$ cat src/verilog/fams_pkg.sv
// Shared constants and types for the buffer and secondary status block
package fams_pkg;

  // ----------------------------------------
  // Register offsets
  // ----------------------------------------
  localparam logic [5:0] FAMS_OFS_STATUS2 = 6'h08;
  localparam logic [5:0] FAMS_OFS_BUFDATA = 6'h09;
  localparam logic [5:0] FAMS_OFS_BUFLEVEL = 6'h0a;
  localparam logic [5:0] FAMS_OFS_THRESH = 6'h0b;

  // ----------------------------------------
  // Field positions and reset values
  // ----------------------------------------
  localparam int FAMS_BIT_TEMP_CLR = 7;
  localparam int FAMS_BIT_FORCE_HS = 6;
  localparam int FAMS_BIT_TGT_SEL = 4;
  localparam int FAMS_BIT_CIPHER = 3;
  localparam int FAMS_BIT_FLUSH = 7;
  localparam logic [7:0] FAMS_RST_STATUS2 = 8'h00;
  localparam logic [5:0] FAMS_RST_THRESH = 6'h08;
  localparam int FAMS_BUF_DEPTH = 64;
  // Keystream seed and feedback mask; nonzero seed so the first byte is covered
  localparam logic [7:0] FAMS_KEY_SEED = 8'hc3;
  localparam logic [7:0] FAMS_KEY_MASK = 8'h5a;

  // ----------------------------------------
  // Link engine state codes
  // ----------------------------------------
  typedef enum logic [2:0] {
    FAMS_ST_IDLE = 3'b000,
    FAMS_ST_WAIT_LAUNCH = 3'b001,
    FAMS_ST_TX_WAIT = 3'b010,
    FAMS_ST_SENDING = 3'b011,
    FAMS_ST_RX_WAIT = 3'b100,
    FAMS_ST_WAIT_DATA = 3'b101,
    FAMS_ST_RECEIVING = 3'b110
  } fams_state_e;

  // Register access request
  typedef struct packed {
    logic wr;
    logic rd;
    logic [5:0] addr;
    logic [7:0] wdata;
  } fams_req_s;

  // Modem side inputs
  typedef struct packed {
    logic transceive;
    logic launch_transmit;
    logic tx_done;
    logic rx_start;
    logic rx_done;
    logic tx_wait_field;
    logic rx_wait_field;
    logic [7:0] tx_wait_time_reg;
    logic [7:0] rx_wait_time_reg;
  } fams_modem_s;

endpackage : fams_pkg

$ cat src/verilog/fams_top.sv
// Host buffer, fill level and secondary status register block
//
// Operation
// - Alarm clear works only below 125 C limit
// - Force bit selects fast input filter always
// - Target flag set on anticollision answer only
// - Field loss clears the target flag
// - Cipher flag set by authentication; software clears
// - Cipher flag on enables data encryption
// - Read-only three-bit link engine state code
// - Transmit wait: minimum time, optional field
// - Receive wait: minimum time, optional field
// - 64-byte buffer; write pushes, read pops
// - Serial streams pass through the buffer
// - Flush resets pointers and overflow error
// - Flush bit always reads zero
// - Seven-bit fill count up/down on access
// - Near full when free space <= threshold
// - Near empty when count <= threshold
`timescale 1ns/1ps
module fams_top
  import fams_pkg::*;
#(
  parameter int DEPTH = FAMS_BUF_DEPTH
)
(
  // Clock and reset
  input wire logic mclk,
  input wire logic sys_rst,
  // Host register port
  input wire fams_req_s host_req,
  output logic [7:0] host_rdata,
  // Modem link and serial data
  input wire fams_modem_s modem,
  input wire logic rf_field_on,
  input wire logic auto_anticollision,
  input wire logic passive_mode,
  input wire logic target_answered,
  input wire logic cipher_authenticate_ok,
  input wire logic rx_byte_valid,
  input wire logic [7:0] rx_byte,
  input wire logic tx_byte_take,
  output logic [7:0] tx_byte,
  output logic tx_byte_avail,
  // Sensors and misc status
  input wire logic temp_above_limit,
  input wire logic temp_error_set,
  input wire logic i2c_fast_protocol,
  output logic temp_error,
  output logic fast_input_filter,
  output logic stream_cipher_active,
  output logic [2:0] link_state,
  output logic buffer_overflow_error,
  output logic near_full_alert,
  output logic near_empty_alert
);

  // ----------------------------------------
  // Address decode
  // ----------------------------------------
  wire sel_status2 = (host_req.addr == FAMS_OFS_STATUS2);
  wire sel_bufdata = (host_req.addr == FAMS_OFS_BUFDATA);
  wire sel_buflevel = (host_req.addr == FAMS_OFS_BUFLEVEL);
  wire sel_thresh = (host_req.addr == FAMS_OFS_THRESH);
  wire wr_status2 = host_req.wr && sel_status2;
  wire wr_level = host_req.wr && sel_buflevel;
  wire wr_thresh = host_req.wr && sel_thresh;

  // ----------------------------------------
  // Buffer
  // ----------------------------------------
  logic [6:0] fill_count;
  logic [7:0] pop_byte;
  wire flush = wr_level && host_req.wdata[FAMS_BIT_FLUSH];
  // Host port and serial receive both fill; host and transmitter drain
  wire push = (host_req.wr && sel_bufdata) || rx_byte_valid;
  wire [7:0] push_byte = rx_byte_valid ? rx_byte : host_req.wdata;
  wire pop = (host_req.rd && sel_bufdata) || tx_byte_take;

  fams_byte_fifo #(.DEPTH(DEPTH), .AW(6)) u_fifo (
    .mclk(mclk),
    .sys_rst(sys_rst),
    .flush(flush),
    .push(push),
    .push_data(push_byte),
    .pop(pop),
    .pop_data(pop_byte),
    .count(fill_count),
    .overflow(buffer_overflow_error)
  );

  // Encrypt outbound bytes with a keystream while cipher on
  logic [7:0] keystream_r;
  assign tx_byte = stream_cipher_active ? (pop_byte ^ keystream_r) : pop_byte;
  assign tx_byte_avail = (fill_count != '0);

  // ----------------------------------------
  // Alerts
  // ----------------------------------------
  logic [5:0] thresh_r;
  wire [6:0] free_space = 7'(DEPTH) - fill_count;
  assign near_full_alert = (free_space <= {1'b0, thresh_r});
  assign near_empty_alert = (fill_count <= {1'b0, thresh_r});

  // ----------------------------------------
  // Secondary status bits
  // ----------------------------------------
  logic temp_err_r;
  logic force_hs_r;
  logic tgt_sel_r;
  logic cipher_r;
  wire temp_clr = wr_status2 && host_req.wdata[FAMS_BIT_TEMP_CLR] && !temp_above_limit;
  wire tgt_set = target_answered && auto_anticollision && passive_mode;
  wire cipher_clr = wr_status2 && !host_req.wdata[FAMS_BIT_CIPHER];

  always_ff @(posedge mclk)
  begin
    if (sys_rst)
    begin
      temp_err_r <= 1'b0;
      force_hs_r <= 1'b0;
      tgt_sel_r <= 1'b0;
      cipher_r <= 1'b0;
      thresh_r <= FAMS_RST_THRESH;
      keystream_r <= FAMS_KEY_SEED;
    end
    else
    begin
      // Set wins over clear; clear only below limit
      if (temp_error_set)
        temp_err_r <= 1'b1;
      else if (temp_clr)
        temp_err_r <= 1'b0;
      if (wr_status2)
        force_hs_r <= host_req.wdata[FAMS_BIT_FORCE_HS];
      // Field off clears; set only during anticollision
      if (!rf_field_on)
        tgt_sel_r <= 1'b0;
      else if (tgt_set)
        tgt_sel_r <= 1'b1;
      // Authentication sets, software write of zero clears
      if (cipher_authenticate_ok)
        cipher_r <= 1'b1;
      else if (cipher_clr)
        cipher_r <= 1'b0;
      if (wr_thresh)
        thresh_r <= host_req.wdata[5:0];
      if (tx_byte_take && stream_cipher_active)
        keystream_r <= {keystream_r[6:0], keystream_r[7] ^ keystream_r[5]} ^ FAMS_KEY_MASK;
    end
  end

  assign temp_error = temp_err_r;
  assign fast_input_filter = force_hs_r || i2c_fast_protocol;
  assign stream_cipher_active = cipher_r;

  // ----------------------------------------
  // Link engine state machine
  // ----------------------------------------
  fams_state_e state_r;
  fams_state_e state_nxt;
  logic [7:0] wait_cnt_r;
  wire tx_wait_done = (wait_cnt_r >= modem.tx_wait_time_reg) && (!modem.tx_wait_field || rf_field_on);
  wire rx_wait_done = (wait_cnt_r >= modem.rx_wait_time_reg) && (!modem.rx_wait_field || rf_field_on);

  always_comb
  begin
    state_nxt = state_r;
    case (state_r)
      FAMS_ST_IDLE: if (modem.transceive) state_nxt = FAMS_ST_WAIT_LAUNCH;
      FAMS_ST_WAIT_LAUNCH: if (modem.launch_transmit) state_nxt = FAMS_ST_TX_WAIT;
      FAMS_ST_TX_WAIT: if (tx_wait_done) state_nxt = FAMS_ST_SENDING;
      FAMS_ST_SENDING: if (modem.tx_done) state_nxt = FAMS_ST_RX_WAIT;
      FAMS_ST_RX_WAIT: if (rx_wait_done) state_nxt = FAMS_ST_WAIT_DATA;
      FAMS_ST_WAIT_DATA: if (modem.rx_start) state_nxt = FAMS_ST_RECEIVING;
      FAMS_ST_RECEIVING: if (modem.rx_done) state_nxt = FAMS_ST_IDLE;
      default: state_nxt = FAMS_ST_IDLE;
    endcase
  end

  always_ff @(posedge mclk)
  begin
    if (sys_rst)
    begin
      state_r <= FAMS_ST_IDLE;
      wait_cnt_r <= '0;
    end
    else
    begin
      state_r <= state_nxt;
      if (state_nxt != state_r)
        wait_cnt_r <= '0;
      else if (wait_cnt_r != 8'hff)
        wait_cnt_r <= wait_cnt_r + 8'h01;
    end
  end

  assign link_state = state_r;

  // ----------------------------------------
  // Read data
  // ----------------------------------------
  wire [7:0] status2_val = {1'b0, force_hs_r, 1'b0, tgt_sel_r, cipher_r, state_r};
  // Flush bit position reads zero
  wire [7:0] level_val = {1'b0, fill_count};
  logic [7:0] rdata_r;

  always_ff @(posedge mclk)
  begin
    if (sys_rst)
      rdata_r <= FAMS_RST_STATUS2;
    else if (host_req.rd)
      rdata_r <= sel_status2 ? status2_val : sel_bufdata ? pop_byte : sel_buflevel ? level_val
               : sel_thresh ? {2'b00, thresh_r} : 8'h00;
  end

  assign host_rdata = rdata_r;

  // ----------------------------------------
  // Checks
  // ----------------------------------------
  chk_flush_clears: assert property (@(posedge mclk) disable iff (sys_rst)
    flush |=> (fill_count == '0) && !buffer_overflow_error)
    else $error("flush did not clear buffer");
  chk_full_drop: assert property (@(posedge mclk) disable iff (sys_rst)
    (push && fill_count == 7'(DEPTH) && !pop && !flush) |=> buffer_overflow_error && fill_count == 7'(DEPTH))
    else $error("full write not dropped");
  chk_empty_pop: assert property (@(posedge mclk) disable iff (sys_rst)
    (pop && !push && fill_count == '0 && !flush) |=> fill_count == '0)
    else $error("empty pop changed count");
  chk_count_up: assert property (@(posedge mclk) disable iff (sys_rst)
    (push && !pop && !flush && fill_count < 7'(DEPTH)) |=> fill_count == $past(fill_count) + 7'h01)
    else $error("push did not increment");
  chk_tgt_field: assert property (@(posedge mclk) disable iff (sys_rst)
    !rf_field_on |=> !tgt_sel_r)
    else $error("target flag kept without field");
  chk_tgt_rise: assert property (@(posedge mclk) disable iff (sys_rst)
    $rose(tgt_sel_r) |-> $past(auto_anticollision) && $past(passive_mode))
    else $error("target flag set outside anticollision");
  chk_temp_clear: assert property (@(posedge mclk) disable iff (sys_rst)
    (temp_err_r && temp_above_limit && !temp_error_set) |=> temp_err_r)
    else $error("temp error cleared above limit");
  chk_tx_wait_min: assert property (@(posedge mclk) disable iff (sys_rst)
    (state_r == FAMS_ST_TX_WAIT && state_nxt == FAMS_ST_SENDING) |-> wait_cnt_r >= modem.tx_wait_time_reg)
    else $error("tx wait left early");
  chk_flush_reads0: assert property (@(posedge mclk) disable iff (sys_rst)
    $past(host_req.rd && sel_buflevel) |-> !host_rdata[FAMS_BIT_FLUSH])
    else $error("flush bit read as one");
  chk_near_empty: assert property (@(posedge mclk) disable iff (sys_rst)
    (fill_count == '0) |-> near_empty_alert)
    else $error("near empty missing at zero");

endmodule : fams_top

$ cat src/verilog/fams_byte_fifo.sv
// Byte buffer with fill count, flush and overflow flag
`timescale 1ns/1ps
module fams_byte_fifo
  import fams_pkg::*;
#(
  parameter int DEPTH = FAMS_BUF_DEPTH,
  parameter int AW = $clog2(DEPTH)
)
(
  // Clock and reset
  input wire logic mclk,
  input wire logic sys_rst,
  // Control
  input wire logic flush,
  input wire logic push,
  input wire logic [7:0] push_data,
  input wire logic pop,
  // Status
  output logic [7:0] pop_data,
  output logic [AW:0] count,
  output logic overflow
);

  logic [7:0] mem [DEPTH];
  logic [AW-1:0] wptr_r;
  logic [AW-1:0] rptr_r;
  logic [AW:0] count_r;
  logic ovf_r;

  wire full = (count_r == (AW+1)'(DEPTH));
  wire empty = (count_r == '0);
  wire do_push = push && !full;
  wire do_pop = pop && !empty;

  assign pop_data = mem[rptr_r];
  assign count = count_r;
  assign overflow = ovf_r;

  always_ff @(posedge mclk)
  begin
    if (do_push)
      mem[wptr_r] <= push_data;
  end

  always_ff @(posedge mclk)
  begin
    if (sys_rst || flush)
    begin
      // Flush resets pointers and overflow at once
      wptr_r <= '0;
      rptr_r <= '0;
      count_r <= '0;
      ovf_r <= 1'b0;
    end
    else
    begin
      if (do_push)
        wptr_r <= wptr_r + 1'b1;
      if (do_pop)
        rptr_r <= rptr_r + 1'b1;
      // Count tracks pushes and pops; empty pop holds zero
      count_r <= count_r + (AW+1)'(do_push) - (AW+1)'(do_pop);
      // Push while full is dropped and flagged
      if (push && full)
        ovf_r <= 1'b1;
    end
  end

endmodule : fams_byte_fifo

$ cat config.mk
export PLATFORM = sky130hd
export DESIGN_NAME = fams_top
export DESIGN_NICKNAME = d
export VERILOG_FILES = /design/src/verilog/fams_pkg.sv /design/src/verilog/fams_top.sv /design/src/verilog/fams_byte_fifo.sv
export SDC_FILE = /design/constraint.sdc
export NUM_CORES = 1
export LEC_CHECK = 0
export BUFFER_PORTS_ARGS = -buffer_cell sky130_fd_sc_hd__buf_2
export CORE_UTILIZATION = 55
export CTS_CLUSTER_SIZE = 30
export DETAILED_ROUTE_END_ITERATION = 8
export GPL_TIMING_DRIVEN = 0
export PLACE_DENSITY_LB_ADDON = 0.2
export SLEW_MARGIN = 25
export SYNTH_ARGS = -nofsm -noshare
export SYNTH_HDL_FRONTEND = slang
export SYNTH_SLANG_ARGS = --single-unit
$ cat constraint.sdc
create_clock -name mclk -period 3.2 [get_ports mclk]
set_input_delay 0.32 -clock mclk [delete_from_list [all_inputs] [get_ports mclk]]
set_output_delay 0.32 -clock mclk [all_outputs]
set_load 0.02 [all_outputs]
# Yosys cells after proc, flatten, opt, wreduce, memory -nomap -nowiden

Memories as Yosys holds them, arrays and structs flattened. A register that Yosys moved wholly into a read port is not among the register bits.
Cells that the tools add are included.
Widths: inputs -> output; s select.

Register bits: 57
Latch bits: 0
RAM bits: 512
Memory bits (read-only): 0
Bits of input ports: 59
Output and inout port bits: 26
Word-level logic and storage cells: 99
Memories kept: 1

Memories:

| name       | depth | bits a word | rd ports | clocked after Yosys merged registers in | wr ports | line                 | text |
|---|---|---|---|---|---|---|---|
| u_fifo.mem | 64    | 8           | 1        | 1                                       | 1        | fams_byte_fifo.sv:24 | `logic [7:0] mem [DEPTH];` |

Add/sub/neg operators: 6
$mul: 0
Div/mod/pow operators: 0
Magnitude comparators: 4
Eq/ne operators: 13
Shifts and indexed selects: 0
Muxes and demuxes: 22
Bitwise operators: 4
Reductions and logical operators: 36

Operators by type and width:

| operator            | number |
|---|---|
| $mux 8              | 4 |
| $eq 6x4->1 const B  | 4 |
| $mux 3              | 7 |
| $pmux 3 s7          | 1 |
| $mux 6              | 3 |
| $logic_and 1x1->1   | 17 |
| $ge 8x8->1          | 2 |
| $le 7x6->1          | 2 |
| $add 6x1->6 const B | 2 |
| $eq 3x3->1 const B  | 3 |
| $add 8x1->8 const B | 1 |
| $ne 8x8->1 const B  | 1 |
| $xor 8x8->8         | 1 |
| $add 7x1->7         | 1 |
| $eq 7x7->1 const B  | 1 |
| $logic_not 7->1     | 1 |
| $mux 7              | 1 |
| $reduce_bool 7->1   | 1 |
| $sub 7x1->7         | 1 |
| $sub 7x7->7 const A | 1 |
| $eq 3x2->1 const B  | 2 |
| $logic_not 1->1     | 6 |
| $logic_or 1x1->1    | 6 |
| $mux 1              | 6 |
| 8 further kinds     | 10 |

# Longest topological paths before layout

Gate-level depths: netlist of the first run.

Word-level depth: 7
Mapped depth: 17

# Hierarchy

From an unflattened synthesis of the first run, not the netlist that was laid out.

Cells, all modules: 1,387
Area, all modules: 23,970.5 um^2

Modules (own cells, without submodules):

| module         | instances | cells an instance | area an instance (um^2) |
|---|---|---|---|
| fams_byte_fifo | 1         | 1,045             | 21,033.9 |
| fams_top       | 1         | 342               | 2,936.6 |

# Worst setup path before layout of the first run

OpenSTA, ideal clock, no wires.

Path kind: input port to flip-flop
Start: input host_req[10] (netlist name)
End: register u_fifo.count_r[6] (netlist: u_fifo.count[6])
Data arrival time: 3,081 ps
Required time: 3,072 ps
Slack: -8 ps
Cell stages on the path: 17
Buffers on the path: 1
Path through: nor4b_4 -> nand3_1 -> nor2_1 -> o21a_1 -> clkbuf_1 -> ha_1 -> inv_1 -> ha_1 -> inv_1 -> fa_1 -> o21bai_1 -> a21oi_1 -> nor2_1 -> nor2_1 -> o21bai_1 -> xnor2_1 -> nor2_1

Elaborated cells between the ends (all ways): 13
Those cells by class: add/sub (2); eq/ne (2); reduce/logical (9)

RTL lines:

| what                    | line                 | text |
|---|---|---|
| start, declared         | fams_top.sv:31       | `input wire fams_req_s host_req,` |
| $eq 6x4->1              | fams_top.sv:62       | `wire sel_bufdata = (host_req.addr == FAMS_OFS_BUFDATA);` |
| $logic_and 1x1->1       | fams_top.sv:78       | `wire pop = (host_req.rd && sel_bufdata) \|\| tx_byte_take;` |
| $logic_or 1x1->1        | fams_top.sv:78       |  |
| $logic_and 1x1->1       | fams_byte_fifo.sv:33 | `wire do_pop = pop && !empty;` |
| named net u_fifo.do_pop | fams_byte_fifo.sv:33 |  |
| $sub 7x1->7             | fams_byte_fifo.sv:62 | `count_r <= count_r + (AW+1)'(do_push) - (AW+1)'(do_pop);` |
| end signal, assigned    | fams_byte_fifo.sv:62 |  |
| end, declared           | fams_byte_fifo.sv:27 | `logic [AW:0] count_r;` |

The timed path passes the listed nets, and every way through them passes these cells.
A chain may end at the register's enable or synchronous reset.

==> flow_summary.yaml, run 1 <==
timing:
  clock.fmax_mhz: 276
  finClkSkew_ns: 0.0153
  period_needed_ns: 3.62
  whs_ns: 0.0278
  slew_headroom_pct: 44.8
  hold_viol: 0
  fin_ws_ns: -0.417
  finalSetupViolCount: 8
  rsz0062_at_grt: "yes"
  worst_pin_slew_ns: 0.828
  slew_viol_final: 0
  min_period_over_period_pct: 113
yosys:
  synth-async-reset-ratio_pct: 0
  syn_nets: 1440
  ys_seq_area_share_pct: 69.4
  synth_edf_count: 512
  yosys.area.top_type: "edfxtp_1"
  yosysTopAreaCellShare_pct: 64.2
  ys_warn_count: 0
  yosys-top-cells-area: "edfxtp_1, mux4_2, dfxtp_1"
  syn_area_per_cell_um2: 17.9
  syn_area_um2: 24000
  synth_cell_types: 65
  synth-seq-cells: 575
  synth_cells: 1338
  synthFlopType: "edfxtp_1"
die:
  die_area_um2: 44400
  die_w_um: 211
  fp-row-count: 76
  ios: 85
  core_um2: 43000
  start_util_pct: 55.7
  die_h_um: 211
drt:
  routedWlPerCell_um: 26.8
  top_layer_used: "met4"
  wl_met2_mm: 27.6
  drt_pass1_iterations: 9
  drtAntennaViolNets: 0
  wl_met1_mm: 23.6
  wl_met3_mm: 4.89
  drc: 1
  vias: 13100
  drtIter0Drc: 1534
  routed_wirelength_mm: 57.7
  via_per_inst: 6.10
clocking:
  cts_tree: "yes"
  htree_levels: 2
  clkSinkCount: 575
  cts_root_buf: "clkbuf_16"
  cts_made_buffers: 57
  clk_pin_slew_ns: 0.06
  clk_latency_ns: 0.61
  cts_buffer_depth: 3
placed_design:
  gp_congestion: 0.923
  io_buffers: 81
  place_ws_ns: -0.633
  hpwl_mm: 36.5
global_route:
  grt_pass1_vias: 13200
  grt_usage_pct: 26.7
  grt_pass1_wl_mm: 84.6
  antenna_found_initial: 0
  grt-ovfl-total: 0
  grt_max_degree: 65
final_layout:
  layout_common_cells: "edfxtp_1, mux4_2, buf_2"
  diodes: 0
  drive_above_1_share_pct: 32.9
  nNetsFinal: 1621
  final_common_cell: "edfxtp_1"
  n_fill_cell: 2879
  area_growth_pct: 18.3
setup_path:
  worstSetupPathType: "flop to output pin"
  r2r_cells: 8
  cp_slowest_stage_delay_ns: 0.53
  startpoint_type: "flop"
  path_depth: 9
  crit_path_frequent_cell: "mux4_2"
  crit_path_end_kind: "output pin"
  cp.required_ns: 2.88
  cp_max_fo: 8
  cp.arrival_ns: 3.30
  cp_cell_sequence: "buf_12, buf_16, buf_4, mux4_2, mux4_2, a22oi_1, nand3_2, xnor2_1, buf_2"
  crit_path_top_delay_cell: "mux4_2"
  path_delay_family: "multiplexers"
  path_buf_inv: 4
power:
  comb_power_share_pct: 21.8
  switchingPower_mw: 5.17
  seqPwrFrac_pct: 43.0
  swShare_pct: 26.2
  clkPwrFrac_pct: 35.2
  peakVddDrop_uv: 461
  p_int_mw: 14.6
  p_leak_nw: 9.37
  power.density_nw_per_um2: 696
hold_path:
  holdPathStages: 3
  holdCritPathClass: "input pin to flop"
run:
  maxCapViolations: 0
outcome:
  status: "finished, violations left"
  violations: "DRC, setup timing"
-- routing by layer --
| metal | GRT usage (%) | vias to the layer above |
|---|---|---|
| li1 | - | 5676 |
| met1 | 37.7 | 6726 |
| met2 | 42.9 | 613 |
| met3 | 4.62 | 110 |
| met4 | 8.42 | 0 |
| met5 | 0 | - |
-- area by class of cell --
type	count	area, um2	share of cell area, %
sequential	575	16700	58.8
multi-input combinational	656	7350	25.9
clock buffer	63	1490	5.26
timing repair buffer	123	867	3.06
tap	585	732	2.58
buffer	63	619	2.18
clock inverter	45	463	1.63
inverter	43	165	0.583
-- synthesized netlist by cell type (20+ instances only) --
library cell  count
nor2_1          123
clkbuf_1         22
inv_1            42
mux4_1           20
nand2_1          61
a21oi_1          37
edfxtp_1        512
xnor2_1          20
ha_1             42
dfxtp_1          63
mux2i_1          27
mux4_2          129
-- timing repair --
| item | in CTS | in global routing |
|---|---|---|
| resized for setup | 177 | 52 |
| endpoints found under the setup margin | 526 | 322 |
| gates cloned | 2 | 0 |
| pin swaps | 11 | 21 |
| hold endpoints to repair | 9 | 0 |
| setup buffers | 9 | 22 |
| hold buffers | 9 | 0 |
-- power groups by stage --
stage / registers, mW / logic (mW) / clock network [mW]
after floorplan: 8.58 / 2.53 / 0
after global placement: 8.62 / 3.51 / 0
after detailed placement: 8.62 / 3.57 / 0
after CTS: 8.48 / 4.00 / 7.00
after global routing: 8.49 / 4.59 / 7.27
final: 8.48 / 4.31 / 6.95
-- state kept, by name, indices dropped and copies added (netlist names), named ones only --
register	flops
force_hs_r	1
u_fifo.overflow	1
temp_error	1
u_fifo.count	7
wait_cnt_r	8
stream_cipher_active	1
tgt_sel_r	1
u_fifo.wptr_r	6
u_fifo.rptr_r	6
link_state	3
keystream_r	8
u_fifo.mem	512
thresh_r	6
host_rdata	8
-- worst min-delay path: stages --
cell,delay (ns)
buf_2,0.13
nand2_1,0.06
o211ai_1,0.09
-- per-stage QoR --
stage / util, % / setup TNS, ns / std cells / power [mW] / cell area, um2
finish: 65.9 / -2.82 / 2153 / 19.7 / 28300
global route: 65.9 / -3.51 / 2153 / 20.4 / 28300
CTS: 65.0 / -3.76 / 2132 / 19.5 / 27900
detailed placement: 58.4 / -117.84 / 2004 / 12.2 / 25100
global placement: 58.4 / -104.48 / 2004 / 12.1 / 25100
floorplan: - / 0 / 1338 / 11.1 / 24000
-- path summary, 6_finish.rpt --
kind | start | to | slack (ns)
max | flop | tx_byte[6] | -0.42
min | host_req[3] | thresh_r[3] | 0.03
max reg2reg | u_fifo.count[3] | u_fifo.mem[30][3] | 0.04
min reg2reg | host_rdata[4] | host_rdata[4] | 0.44
-- cell families (layout without fill, tap and decap cells) --
| logic type | count (synthesis) | in the layout | synth area share, % |
|---|---|---|---|
| DFF | 575 | 575 | 69.4 |
| and+or+nand+nor | 271 | 271 | 5.21 |
| adders and majority gates | 43 | 43 | 2.28 |
| muxes | 187 | 187 | 16.0 |
| AOI/OAI and AO/OA | 123 | 123 | 3.37 |
| buffers and inverters | 107 | 337 | 2.56 |
| xor gates and xnor gates | 32 | 32 | 1.17 |
Note: power is estimated with default switching activity, not from simulation.
==> run 2: changes to the inputs <==
--- a/config.mk
+++ b/config.mk
@@ -6,6 +6,7 @@
 export NUM_CORES = 1
 export LEC_CHECK = 0
 export BUFFER_PORTS_ARGS = -buffer_cell sky130_fd_sc_hd__buf_2
+export CORE_ASPECT_RATIO = 1.4
 export CORE_UTILIZATION = 55
 export CTS_CLUSTER_SIZE = 30
 export DETAILED_ROUTE_END_ITERATION = 8
@@ -14,4 +15,5 @@
 export SLEW_MARGIN = 25
 export SYNTH_ARGS = -nofsm -noshare
 export SYNTH_HDL_FRONTEND = slang
+export SYNTH_HIERARCHICAL = 1
 export SYNTH_SLANG_ARGS = --single-unit
==> flow_summary.yaml, run 2 <==
outcome:
  status: "finished, violations left"
  violations: "setup timing"
timing:
  slew_headroom_pct: 37.0
  worst_pin_slew_ns: 0.941
  rsz0062_at_grt: "yes"
  fin_ws_ns: -0.202
  finalSetupViolCount: 8
  finClkSkew_ns: 0.0235
  clock.fmax_mhz: 294
  setup_tns_ns: -0.840
  min_period_over_period_pct: 106
  period_needed_ns: 3.40
  hold_viol: 0
  slew_viol_final: 0
final_layout:
  drive_above_1_share_pct: 32.3
  area_growth_pct: 17.1
  regMostFlops: "u_fifo/mem"
  nNetsFinal: 1665
  diodes: 0
  layoutNonFillerInstCount: 2159
  largest_reg_flops: 512
  layout_common_cells: "edfxtp_1, mux4_2, buf_2"
  post-route-util_pct: 65.2
  n_fill_cell: 2890
  final_cell_area_um2: 28100
  final_common_cell: "edfxtp_1"
hold_path:
  holdCritPathClass: "input pin to flop"
  holdPathStages: 3
  min_from: "host_req[6]"
power:
  peakVddDrop_uv: 437
  comb_power_share_pct: 24.6
  p_int_mw: 14.3
  seqPwrFrac_pct: 43.2
  power.density_nw_per_um2: 698
  p_leak_nw: 9.21
  switchingPower_mw: 5.30
  swShare_pct: 27.1
  clkPwrFrac_pct: 32.1
yosys:
  synth_edf_count: 512
  ys_seq_area_share_pct: 69.4
  synth_common_cells: "edfxtp_1, mux4_2, nor2_1, dfxtp_1, nand2_1"
  yosysTopAreaCellShare_pct: 64.1
  yosysMostFrequentCell: "edfxtp_1"
  yosys.area.top_type: "edfxtp_1"
  ys_warn_count: 6
  synth-seq-cells: 575
  synth_cell_types: 72
  syn_area_um2: 24000
  syn_area_per_cell_um2: 17.3
  synthFlopType: "edfxtp_1"
  yosys-top-cells-area: "edfxtp_1, mux4_2, dfxtp_1"
  synth_cells: 1387
  syn_nets: 1487
  synth-async-reset-ratio_pct: 0
clocking:
  clk_latency_ns: 0.59
  cts_tree: "yes"
  cts_buffer_depth: 3
  clk_pin_slew_ns: 0.07
  htree_levels: 2
  cts_made_buffers: 52
  cts_root_buf: "clkbuf_16"
  clkSinkCount: 575
setup_path:
  cp_max_fo: 6
  cp.required_ns: 2.88
  crit_path_end_kind: "output pin"
  startpoint_type: "flop"
  worstSetupPathType: "flop to output pin"
  r2r_cells: 12
  cp.arrival_ns: 3.08
global_route:
  antenna_found_initial: 0
  grt_pass1_vias: 13600
  grt-ovfl-total: 0
  grt_pass1_wl_mm: 86.7
  grt_usage_pct: 27.4
  grt_max_degree: 65
die:
  fp-row-count: 90
  die_h_um: 249
  die_w_um: 178
  ios: 85
  core_um2: 43000
  start_util_pct: 55.7
  die_area_um2: 44400
drt:
  drtIter0Drc: 1117
  via_per_inst: 6.26
  drt_pass1_iterations: 7
  routed_wirelength_mm: 59.6
  drc: 0
  vias: 13500
  drtAntennaViolNets: 0
  routedWlPerCell_um: 27.6
placed_design:
  hpwl_mm: 39.6
  dp.cells: 2024
  gp_congestion: 0.993
  io_buffers: 83
  dpl-instance-area_um2: 25200
  place_ws_ns: -0.980
run:
  maxCapViolations: 0
## run 2: cell types whose count changed in the layout (fill, tap and decap cells not counted), sizes merged, moves of 11 or more
cell,previous run,this run
mux4,149,129
mux2i,27,46
o22ai,4,19
a21oi,37,50
clkbuf,83,94
clkinv,31,20
nor2,124,113
## run 2: final cells by class
type | instances | area [um2] | share of cell area [%]
Buffer | 69 | 666 | 2.37
Clock buffer | 66 | 1350 | 4.82
Clock inverter | 30 | 354 | 1.26
Inverter | 43 | 165 | 0.588
Multi-Input combinational cell | 698 | 7310 | 26.1
Sequential cell | 575 | 16700 | 59.3
Tap cell | 552 | 691 | 2.46
Timing Repair Buffer | 126 | 868 | 3.09
## run 2: per-stage QoR
stage	power, mW	hold slack, ns
finish	19.6	0.0195
global placement	12.4	0.458
floorplan	11.3	0.437
global route	20.2	0.0440
CTS	19.3	0.00175
detailed placement	12.5	0.460
## run 2: path summary, 6_finish.rpt
path | end | slack, ns
worst min-delay path | force_hs_r | 0.02
worst max-delay path | tx_byte[2] | -0.20
worst min register to register | host_rdata[7] | 0.47
worst max register to register | host_rdata[2] | 0.01
## run 2: what timing repair did
item / 4_1_cts / 5_1_grt
resized for setup: 182 / 63
hold buffers: 7 / 0
endpoints found under the setup margin: 530 / 313
cloned: 1 / 0
setup buffers: 22 / 11
pin swaps: 25 / 27
endpoints found under the hold margin: 7 / 0
## run 2: cells by family after synthesis
family,count (synthesis),share of synthesized area [%]
DFF,575,69.4
xor gates and xnor gates,29,1.06
adders and majority gates,41,2.17
and+or+nand+nor,275,5.60
AOI/OAI and AO/OA,164,4.59
buffers and inverters,114,2.39
muxes,189,14.8
## run 2: worst max-delay path, cell delays in order, from the launching register on
cell,delay [ns]
dfxtp_2,0.32
buf_6,0.14
buf_4,0.12
mux4_1,0.53
mux2_2,0.30
o21ai_1,0.36
a21oi_1,0.10
a22o_1,0.28
xnor2_2,0.17
buf_4,0.17
## run 2: power by group through the flow
stage	clock network, mW	registers (mW)	logic [mW]
floorplan	0	8.60	2.69
global placement	0	8.66	3.77
detailed placement	0	8.66	3.88
CTS	6.39	8.46	4.48
global route	6.65	8.48	5.11
finish	6.30	8.47	4.82
## run 2: per-layer routing
metal  GRT usage [%]  routed length, um  part of all wire [%]
met2            47.7              31000                    52
met3            4.49               4650                   7.8
met5               0                  0                     0
met1            32.9              20900                    35
met4            12.9               3060                   5.1
